===== config.mk =====
export PLATFORM = sky130hd
export DESIGN_NAME = sdio_mapper
export DESIGN_NICKNAME = d
export VERILOG_FILES = /design/src/rtl/sdio_pkg.sv /design/src/rtl/sdio_filter.sv /design/src/rtl/sdio_mapper.sv
export VERILOG_INCLUDE_DIRS = /design/src /design/src/rtl
export SDC_FILE = /design/constraint.sdc
export NUM_CORES = 1
export LEC_CHECK = 0
export BUFFER_PORTS_ARGS = -buffer_cell sky130_fd_sc_hd__buf_2
export CORE_MARGIN = 1.5
export CORE_UTILIZATION = 62
export DETAILED_ROUTE_END_ITERATION = 6
export PLACE_DENSITY = 0.92
export SYNTH_ARGS = -nofsm -noshare
export SYNTH_HDL_FRONTEND = slang
export SYNTH_HIERARCHICAL = 1
export SYNTH_SLANG_ARGS = --single-unit

===== constraint.sdc =====
create_clock -name pclk -period 7.2 [get_ports pclk]
set_clock_uncertainty 0.1 [all_clocks]
set_input_delay 1.44 -clock pclk [delete_from_list [all_inputs] [get_ports pclk]]
set_output_delay 1.44 -clock pclk [all_outputs]
set_load 0.02 [all_outputs]

===== src/rtl/sdio_defs.svh =====
// Functional notes
// RULE1: Four inputs, each mapped to a function bit
// RULE2: Each input's routing configured independently
// RULE3: Separate active-level setting per input
// RULE4: Inputs forceable by setting or Modbus bit
// RULE5: Three outputs, each from assignable function bit
// RULE6: Per-output active level plus forcing register
// RULE7: Valid on low, high, rise, fall, both
// RULE8: Inputs one and two need >3 ms stability
// RULE9: Inputs three and four need >0.25 ms
// RULE10: Outputs one and two may carry encoder
// RULE11: Function selector accepts codes 0 to 99
// RULE12: Pins synchronised, filter counted in clocks
`ifndef SDIO_DEFS_SVH
`define SDIO_DEFS_SVH

// Sizes
`define SDIO_NUM_IN        4
`define SDIO_NUM_OUT       3
`define SDIO_NUM_LS        2
`define SDIO_NUM_FUNC      100
`define SDIO_SEL_W         7
`define SDIO_ACT_W         3
`define SDIO_FUNC_MAX      7'h63
`define SDIO_FUNC_NONE     7'h00

// Timing
`define SDIO_CLK_KHZ       25000
`define SDIO_LS_TIME_US    3000
`define SDIO_HS_TIME_US    250
`define SDIO_US_PER_MS     1000

// Register byte offsets
`define SDIO_ADDR_W        8
`define SDIO_OFS_IN_SEL0   8'h00
`define SDIO_OFS_IN_SEL1   8'h04
`define SDIO_OFS_IN_SEL2   8'h08
`define SDIO_OFS_IN_SEL3   8'h0c
`define SDIO_OFS_IN_ACT    8'h10
`define SDIO_OFS_IN_FRC    8'h14
`define SDIO_OFS_MB_FRC    8'h18
`define SDIO_OFS_OUT_SEL0  8'h1c
`define SDIO_OFS_OUT_SEL1  8'h20
`define SDIO_OFS_OUT_SEL2  8'h24
`define SDIO_OFS_OUT_CTL   8'h28
`define SDIO_OFS_ENC_SEL   8'h2c
`define SDIO_OFS_STATUS    8'h30

// Field positions
`define SDIO_FRC_EN_LSB    0
`define SDIO_FRC_LVL_LSB   4
`define SDIO_OCTL_HI_LSB   0
`define SDIO_OCTL_FEN_LSB  4
`define SDIO_OCTL_FVAL_LSB 8
`define SDIO_ST_LVL_LSB    0
`define SDIO_ST_VLD_LSB    4
`define SDIO_ST_DO_LSB     8

// Reset values
`define SDIO_RST_SEL0      7'h01
`define SDIO_RST_SEL1      7'h2a
`define SDIO_RST_SEL2      7'h00
`define SDIO_RST_SEL3      7'h00
`define SDIO_RST_ACT       3'h1
`define SDIO_RST_OUT_HI    3'h7

`endif


===== src/rtl/sdio_pkg.sv =====
package sdio_pkg;
    // Condition under which an input's function becomes valid
    typedef enum logic [2:0] {
        SDIO_ACT_LOW  = 3'h0,
        SDIO_ACT_HIGH = 3'h1,
        SDIO_ACT_RISE = 3'h2,
        SDIO_ACT_FALL = 3'h3,
        SDIO_ACT_BOTH = 3'h4
    } sdio_act_e;

    // Encoder routing onto the first two outputs
    typedef enum logic [1:0] {
        SDIO_ENC_OFF = 2'h0,
        SDIO_ENC_AB  = 2'h1,
        SDIO_ENC_ZB  = 2'h2
    } sdio_enc_e;
endpackage


===== src/rtl/sdio_filter.sv =====
`timescale 1ns/1ps
module sdio_filter #(
    parameter int unsigned STABLE_CYCLES = 75001
) (
    input  wire logic pclk,    // Drive clock
    input  wire logic presetn, // Async reset, active low
    input  wire logic sample,  // Synchronised pin level
    output logic      level    // Accepted level
);
    localparam int unsigned CW = $clog2(STABLE_CYCLES + 1);
    localparam logic [CW-1:0] LAST = CW'(STABLE_CYCLES - 1);

    typedef struct packed {
        logic [CW-1:0] cnt;
        logic          level;
    } sdio_flt_s;

    sdio_flt_s flt_reg;
    sdio_flt_s flt_next;

    // Counting in clocks keeps the window exact at any rate
    if (STABLE_CYCLES < 1) begin : g_chk
        $error("sdio_filter needs at least one stable cycle");
    end

    // New level must persist for the whole window; any glitch restarts it
    always_comb begin
        flt_next = flt_reg;
        if (sample == flt_reg.level) begin
            flt_next.cnt = '0;
        end else if (flt_reg.cnt == LAST) begin // see RULE12
            flt_next.level = sample;
            flt_next.cnt   = '0;
        end else begin
            flt_next.cnt = flt_reg.cnt + 1'b1;
        end
    end

    always_ff @(posedge pclk or negedge presetn) begin
        if (!presetn) begin
            flt_reg <= '0;
        end else begin
            flt_reg <= flt_next;
        end
    end

    assign level = flt_reg.level;
endmodule // sdio_filter


===== src/rtl/sdio_mapper.sv =====
// The implementer's own choices: the address map and the APB register port.
`timescale 1ns/1ps
`include "sdio_defs.svh"
module sdio_mapper #(
    parameter int unsigned LS_STABLE_CYCLES =
        `SDIO_LS_TIME_US * `SDIO_CLK_KHZ / `SDIO_US_PER_MS + 1,
    parameter int unsigned HS_STABLE_CYCLES =
        `SDIO_HS_TIME_US * `SDIO_CLK_KHZ / `SDIO_US_PER_MS + 1
) (
    input  wire logic                       pclk,                // Drive clock
    input  wire logic                       presetn,             // Async reset, active low
    input  wire logic                       psel,                // APB select
    input  wire logic                       penable,             // APB access phase
    input  wire logic                       pwrite,              // APB direction
    input  wire logic [`SDIO_ADDR_W-1:0]    paddr,               // APB byte address
    input  wire logic [31:0]                pwdata,              // APB write data
    output logic      [31:0]                prdata,              // APB read data
    output logic                            pready,              // APB ready
    output logic                            pslverr,             // APB error
    input  wire logic [`SDIO_NUM_IN-1:0]    di_pin,              // Physical inputs
    input  wire logic [`SDIO_NUM_FUNC-1:0]  output_function_bit, // Drive output functions
    input  wire logic                       enc_a,               // Encoder A
    input  wire logic                       enc_b,               // Encoder B
    input  wire logic                       enc_z,               // Encoder Z
    output logic      [`SDIO_NUM_FUNC-1:0]  input_function_bit,  // Input functions to drive
    output logic      [`SDIO_NUM_OUT-1:0]   do_pin               // Physical outputs
);
    localparam int NI = `SDIO_NUM_IN;
    localparam int NO = `SDIO_NUM_OUT;
    localparam int SW = `SDIO_SEL_W;
    localparam int AW = `SDIO_ACT_W;

    typedef struct packed {
        logic [NI-1:0]          sync1;
        logic [NI-1:0]          sync2;
        logic [NI-1:0]          prev;
        logic [NI-1:0][SW-1:0]  in_sel;
        logic [NI-1:0][AW-1:0]  in_act;
        logic [NI-1:0]          frc_en;
        logic [NI-1:0]          frc_lvl;
        logic [NI-1:0]          mb_en;
        logic [NI-1:0]          mb_lvl;
        logic [NI-1:0]          valid;
        logic [NO-1:0][SW-1:0]  out_sel;
        logic [NO-1:0]          out_hi;
        logic [NO-1:0]          ofrc_en;
        logic [NO-1:0]          ofrc_val;
        logic [1:0]             enc_sel;
        logic [`SDIO_NUM_FUNC-1:0] in_func;
        logic [NO-1:0]          dout;
        logic [31:0]            prdata;
        logic                   pready;
        logic                   pslverr;
    } sdio_state_s;

    sdio_state_s st_reg;
    sdio_state_s st_next;
    logic [NI-1:0] filt;

    // Selector width must cover every function code
    if ((1 << SW) < `SDIO_NUM_FUNC || LS_STABLE_CYCLES < 1 || HS_STABLE_CYCLES < 1)
    begin : g_chk
        $error("sdio_mapper parameters out of range");
    end

    // Low-speed inputs get the long window, high-speed the short one
    for (genvar i = 0; i < NI; i++) begin : g_filt
        sdio_filter #(
            .STABLE_CYCLES ((i < `SDIO_NUM_LS) ? LS_STABLE_CYCLES : HS_STABLE_CYCLES)
        ) u_filt (                          // see RULE8 see RULE9
            .pclk    (pclk),
            .presetn (presetn),
            .sample  (st_reg.sync2[i]),
            .level   (filt[i])
        );
    end

    // Status word seen by software
    function automatic logic [31:0] status_word(input sdio_state_s s);
        logic [31:0] w;
        w = '0;
        w[`SDIO_ST_LVL_LSB +: NI] = s.prev;
        w[`SDIO_ST_VLD_LSB +: NI] = s.valid;
        w[`SDIO_ST_DO_LSB +: NO]  = s.dout;
        return w;
    endfunction

    // Read mux; reserved bits read as zero
    function automatic logic [31:0] read_word(input sdio_state_s s,
                                              input logic [`SDIO_ADDR_W-1:0] a);
        logic [31:0] w;
        w = '0;
        unique case (a)
            `SDIO_OFS_IN_SEL0:  w[SW-1:0] = s.in_sel[0];
            `SDIO_OFS_IN_SEL1:  w[SW-1:0] = s.in_sel[1];
            `SDIO_OFS_IN_SEL2:  w[SW-1:0] = s.in_sel[2];
            `SDIO_OFS_IN_SEL3:  w[SW-1:0] = s.in_sel[3];
            `SDIO_OFS_IN_ACT:   w[NI*AW-1:0] = s.in_act;
            `SDIO_OFS_IN_FRC: begin
                w[`SDIO_FRC_EN_LSB +: NI]  = s.frc_en;
                w[`SDIO_FRC_LVL_LSB +: NI] = s.frc_lvl;
            end
            `SDIO_OFS_MB_FRC: begin
                w[`SDIO_FRC_EN_LSB +: NI]  = s.mb_en;
                w[`SDIO_FRC_LVL_LSB +: NI] = s.mb_lvl;
            end
            `SDIO_OFS_OUT_SEL0: w[SW-1:0] = s.out_sel[0];
            `SDIO_OFS_OUT_SEL1: w[SW-1:0] = s.out_sel[1];
            `SDIO_OFS_OUT_SEL2: w[SW-1:0] = s.out_sel[2];
            `SDIO_OFS_OUT_CTL: begin
                w[`SDIO_OCTL_HI_LSB +: NO]   = s.out_hi;
                w[`SDIO_OCTL_FEN_LSB +: NO]  = s.ofrc_en;
                w[`SDIO_OCTL_FVAL_LSB +: NO] = s.ofrc_val;
            end
            `SDIO_OFS_ENC_SEL:  w[1:0] = s.enc_sel;
            `SDIO_OFS_STATUS:   w = status_word(s);
            default:            w = '0;
        endcase
        return w;
    endfunction

    // Address decode of the mapped offsets
    function automatic logic mapped(input logic [`SDIO_ADDR_W-1:0] a);
        return a inside {`SDIO_OFS_IN_SEL0, `SDIO_OFS_IN_SEL1, `SDIO_OFS_IN_SEL2,
                         `SDIO_OFS_IN_SEL3, `SDIO_OFS_IN_ACT, `SDIO_OFS_IN_FRC,
                         `SDIO_OFS_MB_FRC, `SDIO_OFS_OUT_SEL0, `SDIO_OFS_OUT_SEL1,
                         `SDIO_OFS_OUT_SEL2, `SDIO_OFS_OUT_CTL, `SDIO_OFS_ENC_SEL,
                         `SDIO_OFS_STATUS};
    endfunction

    // Selector offsets, whose data must be a legal function code
    function automatic logic is_sel(input logic [`SDIO_ADDR_W-1:0] a);
        return a inside {`SDIO_OFS_IN_SEL0, `SDIO_OFS_IN_SEL1, `SDIO_OFS_IN_SEL2,
                         `SDIO_OFS_IN_SEL3, `SDIO_OFS_OUT_SEL0, `SDIO_OFS_OUT_SEL1,
                         `SDIO_OFS_OUT_SEL2};
    endfunction

    // Whole next state
    always_comb begin
        logic [NI-1:0] lvl;
        logic [NI-1:0] vld;
        logic          fn;
        logic          wr_ok;
        lvl     = '0;
        vld     = '0;
        fn      = 1'b0;
        wr_ok   = 1'b0;
        st_next = st_reg;

        // Two-flop synchroniser in front of the filters
        st_next.sync1 = di_pin;        // see RULE12
        st_next.sync2 = st_reg.sync1;

        // Modbus force wins over the setting, both over the pin
        for (int i = 0; i < NI; i++) begin
            if (st_reg.mb_en[i]) begin
                lvl[i] = st_reg.mb_lvl[i];  // see RULE4
            end else if (st_reg.frc_en[i]) begin
                lvl[i] = st_reg.frc_lvl[i]; // see RULE4
            end else begin
                lvl[i] = filt[i];
            end
        end
        st_next.prev = lvl;

        // Edge modes give a one-cycle pulse, level modes follow the level
        for (int i = 0; i < NI; i++) begin
            unique case (st_reg.in_act[i])
                sdio_pkg::SDIO_ACT_LOW:  vld[i] = ~lvl[i];                   // see RULE7
                sdio_pkg::SDIO_ACT_HIGH: vld[i] = lvl[i];                    // see RULE7
                sdio_pkg::SDIO_ACT_RISE: vld[i] = lvl[i] & ~st_reg.prev[i];  // see RULE7
                sdio_pkg::SDIO_ACT_FALL: vld[i] = ~lvl[i] & st_reg.prev[i];  // see RULE7
                sdio_pkg::SDIO_ACT_BOTH: vld[i] = lvl[i] ^ st_reg.prev[i];   // see RULE7 see RULE3
                default:                 vld[i] = 1'b0;
            endcase
        end
        st_next.valid = vld;

        // Route each input to its own function bit; code zero is unassigned
        st_next.in_func = '0;
        for (int i = 0; i < NI; i++) begin
            if (st_reg.in_sel[i] != `SDIO_FUNC_NONE && vld[i]) begin
                st_next.in_func[st_reg.in_sel[i]] = 1'b1; // see RULE1 see RULE2
            end
        end

        // Outputs: force first, then encoder, then mapped function
        for (int j = 0; j < NO; j++) begin
            fn = output_function_bit[st_reg.out_sel[j]] ~^ st_reg.out_hi[j]; // see RULE5 see RULE6
            if (st_reg.ofrc_en[j]) begin
                st_next.dout[j] = st_reg.ofrc_val[j];    // see RULE6
            end else begin
                st_next.dout[j] = fn;
            end
        end
        if (!st_reg.ofrc_en[0]) begin
            if (st_reg.enc_sel == sdio_pkg::SDIO_ENC_AB) begin
                st_next.dout[0] = enc_a;                 // see RULE10
            end else if (st_reg.enc_sel == sdio_pkg::SDIO_ENC_ZB) begin
                st_next.dout[0] = enc_z;                 // see RULE10
            end
        end
        if (!st_reg.ofrc_en[1] && st_reg.enc_sel != sdio_pkg::SDIO_ENC_OFF) begin
            st_next.dout[1] = enc_b;                     // see RULE10
        end

        // APB setup: prepare answer so pready and data are registered
        st_next.pready  = 1'b0;
        st_next.pslverr = 1'b0;
        if (psel && !penable) begin
            st_next.pready  = 1'b1;
            st_next.prdata  = pwrite ? 32'h0 : read_word(st_reg, paddr);
            st_next.pslverr = !mapped(paddr) ||
                              (pwrite && is_sel(paddr) && pwdata[SW-1:0] > `SDIO_FUNC_MAX);
        end

        // APB access: a write lands only on the completing edge
        wr_ok = psel && penable && st_reg.pready && pwrite && !st_reg.pslverr;
        if (wr_ok) begin
            unique case (paddr)
                `SDIO_OFS_IN_SEL0:  st_next.in_sel[0] = pwdata[SW-1:0]; // see RULE11
                `SDIO_OFS_IN_SEL1:  st_next.in_sel[1] = pwdata[SW-1:0]; // see RULE11
                `SDIO_OFS_IN_SEL2:  st_next.in_sel[2] = pwdata[SW-1:0]; // see RULE11
                `SDIO_OFS_IN_SEL3:  st_next.in_sel[3] = pwdata[SW-1:0]; // see RULE11
                `SDIO_OFS_IN_ACT:   st_next.in_act = pwdata[NI*AW-1:0]; // see RULE3
                `SDIO_OFS_IN_FRC: begin
                    st_next.frc_en  = pwdata[`SDIO_FRC_EN_LSB +: NI];
                    st_next.frc_lvl = pwdata[`SDIO_FRC_LVL_LSB +: NI];
                end
                `SDIO_OFS_MB_FRC: begin
                    st_next.mb_en  = pwdata[`SDIO_FRC_EN_LSB +: NI];
                    st_next.mb_lvl = pwdata[`SDIO_FRC_LVL_LSB +: NI];
                end
                `SDIO_OFS_OUT_SEL0: st_next.out_sel[0] = pwdata[SW-1:0];
                `SDIO_OFS_OUT_SEL1: st_next.out_sel[1] = pwdata[SW-1:0];
                `SDIO_OFS_OUT_SEL2: st_next.out_sel[2] = pwdata[SW-1:0];
                `SDIO_OFS_OUT_CTL: begin
                    st_next.out_hi   = pwdata[`SDIO_OCTL_HI_LSB +: NO];
                    st_next.ofrc_en  = pwdata[`SDIO_OCTL_FEN_LSB +: NO];
                    st_next.ofrc_val = pwdata[`SDIO_OCTL_FVAL_LSB +: NO];
                end
                `SDIO_OFS_ENC_SEL:  st_next.enc_sel = pwdata[1:0];
                default: begin
                    // Status is read-only; writes are dropped
                end
            endcase
        end
    end

    // Reset leaves every input on its default function, outputs inactive
    always_ff @(posedge pclk or negedge presetn) begin
        if (!presetn) begin
            st_reg           <= '0;
            st_reg.in_sel[0] <= `SDIO_RST_SEL0;
            st_reg.in_sel[1] <= `SDIO_RST_SEL1;
            st_reg.in_sel[2] <= `SDIO_RST_SEL2;
            st_reg.in_sel[3] <= `SDIO_RST_SEL3;
            st_reg.in_act    <= {NI{`SDIO_RST_ACT}};
            st_reg.out_hi    <= `SDIO_RST_OUT_HI;
        end else begin
            st_reg <= st_next;
        end
    end

    // All outputs straight from state flops
    assign prdata             = st_reg.prdata;
    assign pready             = st_reg.pready;
    assign pslverr            = st_reg.pslverr;
    assign input_function_bit = st_reg.in_func;
    assign do_pin             = st_reg.dout;
endmodule // sdio_mapper


==> flow_summary.toml <==
[routing]
route.top_layer_used = "met4"
wire_per_inst_um = 25.68
ant_nets = 0
drtIter0Drc = 3016
viasPerCell = 7.172
wl_met2_mm = 25.19
wl_mm = 54.59
wl_met1_mm = 19.40
drtPass1Iterations = 7
dr_wl_met3_mm = 6.906
routed-via-count = 15250
route.detailed.drc = 141

[worst_setup_path]
crit_fanout = 13
critPathLaunchType = "flop"
cpMostUsedCell = "mux2i_1"
path_cells = "mux2i_1 > o21a_1 > inv_1 > ha_1 > a21oi_1 > mux2i_1 > o21ai_0 > and4b_1 > a22oi_1 > o211ai_1"
endpoint_kind = "flop"
slowest_stage = "o21ai_0"
cp.arrival_ps = 4420
r2r-start = "st_reg[188]"
r2r_slack_ps = 3130
rr_worst_depth = 10
cp.buffers_inverters = 1
max_stage_delay_ps = 1050
reg2reg_to = "input_function_bit[43]"
critPathTopFamily = "compound AO/OA/AOI/OAI gates"
cp.required_ps = 7550
worstSetupPathType = "reg2reg"

[run]
drv_cap = 0

[floorplanning]
initial_core_util_pct = 63.47
die_area_sq_mm = 0.02970
core_region_area_sq_mm = 0.02801
io_pins = 289
die_h_um = 172.3
dieWidth_um = 172.3
placementRows = 61

[power]
pwr-share-comb_pct = 6.2
power_frac_clock_pct = 46.5
p_int_mw = 2.624
p_sw_mw = 0.8179
power_frac_seq_pct = 47.3
fin_total_pwr_mw = 3.442
pwr_density_cell_mw_per_mm2 = 179.0
ir_drop_uv = 282.0
switching_share_pct = 23.76
p_leak_nw = 8.077

[timing]
timing.final.max_slew_violations = 0
grt_setup_unrepaired = "false"
worstMarginPinSlew_ps = 1371
fmax_mhz = 245.8
hold_viol = 0
hold_slack_ps = 248.5
setup_viol = 0
maxSlewHeadroom_pct = 8.253
timing.final.crit_period_ps = 4068
fin_crit_sh_pct = 56.50
worst_slack_ps = 3132
fin_tns_setup_ps = 0

[placement]
dp.cells = 2072
place.gp.congestion = 0.9974
place_ws_ps = 3006
dpl-instance-area_sq_mm = 0.01820
dpl.hpwl_mm = 37.58
port_buffers = 248

[logic_synthesis]
synth-seq-cells = 285
syn-cell-area_sq_mm = 0.01778
ys_seq_area_share_pct = 40.20
synth_ff_type = "dfrtp_1"
yosysUniqueCellTypes = 80
postSynthCellCount = 1654
avgSynthCellArea_sq_um = 10.75
synth_edf_count = 0
async_flop_share_pct = 100.0
yosys_warnings = 6

[run_status]
outcome = "finished, violations left"
violations = "DRC"

[clock_tree]
insertion_delay_ps = 580
cts_buffers = 29
max-clock-path-buffers = 3
hold_buffers = 0
root_buffer = "clkbuf_16"
postCtsSetupBuffers = 0
cts_tree = "done"
h-tree-depth = 1
cts.sink_count = 285
clk_pin_slew_ps = 60
cts.repair.resized = 0

[grt]
grt_pass1_wl_mm = 82.88
grt_max_degree = 178
grt_pass1_vias = 14660
grt_overflow = 0
antenna_found_initial = 1
grt_usage_pct = 36.46

[cells_and_area]
final_area_sq_mm = 0.01923
postLayoutCoreUtil_pct = 68.66
finalNonFillerCells = 2126
final_common_cell = "dfrtp_1"
final_net_count = 1893
final_cell_mix = "274 x dfrtp_1, 247 x buf_2, 134 x nand2_1, 103 x nor2_1, 93 x mux2_2"
diodes = 0
drive_gt1_share_pct = 30.66
area_growth_pct = 8.178

[hold_path]
hp-start = "st_next[233]"
holdPathStages = 0
holdPathEnd = "st_reg[233]"
hp-class = "reg2reg"
-- cell usage after synthesis, drive strengths merged (11+ instances only) --
master | n | area share [%]
nand3 | 28 | 0.79
nand4b | 16 | 0.79
buf | 171 | 7.0
nor2 | 103 | 2.2
ha | 16 | 1.1
a222oi | 43 | 2.4
dfstp | 11 | 1.6
mux2 | 95 | 6.1
nand4 | 24 | 0.91
o31ai | 15 | 0.79
xor2 | 16 | 0.79
o211ai | 72 | 3.1
inv | 35 | 0.74
clkbuf | 72 | 1.5
dfrtp | 274 | 39
nor3 | 39 | 1.1
mux2i | 34 | 1.9
nor4 | 15 | 0.63
a32oi | 11 | 0.54
nor2b | 13 | 0.46
nand2b | 20 | 0.70
xnor2 | 23 | 1.1
nand2 | 136 | 3.0
or4 | 16 | 0.72
a22oi | 86 | 3.6
mux4 | 82 | 10
o21ai | 47 | 1.3
a21oi | 29 | 0.82
-- cells by family after synthesis --
family	synth area share, %
AO/OA/AOI/OAI	14.64
XOR/XNOR	1.921
adder cells (fa/ha/maj)	1.126
buffers and inverters	9.262
flip-flops	40.20
multiplexers	18.36
other	0.02109
AND/OR/NAND/NOR	14.47
-- power groups by stage --
stage	registers, mW	logic (mW)	clock network, mW
after floorplan	1.65	0.109	0
after global placement	1.66	0.194	0
after detailed placement	1.66	0.206	0
after CTS	1.63	0.209	1.62
after global routing	1.63	0.230	1.68
final	1.63	0.213	1.60
-- area by class of cell --
type | instances | area [sq um]
multi-input cells | 1111 | 9076
fillers | 1989 | 8780
flip-flops and latches | 285 | 7146
repair buffers | 263 | 1376
clock buffers | 34 | 774.5
well taps | 378 | 473.0
clock inverters | 20 | 254.0
inverters | 35 | 131.4
-- how the worst max path moves through the flow --
stage	startpoint	end	slack, ps	cells past startpoint
final	st_reg[188]	input_function_bit[43]	3130	10
after global routing	st_reg[188]	input_function_bit[83]	3040	10
after CTS	st_reg[188]	input_function_bit[43]	3280	10
after detailed placement	paddr[4]	st_reg[144]	3010	5
after global placement	paddr[4]	st_reg[141]	3060	5
after floorplan	paddr[1]	prdata[7]	3840	8
-- routing by layer --
metal  global-route usage (%)  up-vias
met2                    56.66     1305
li1                         -     6291
met1                    48.05     7343
met5                        0        -
met3                    9.064      309
met4                    17.43        0
Note: power is estimated with default switching activity, not from simulation.
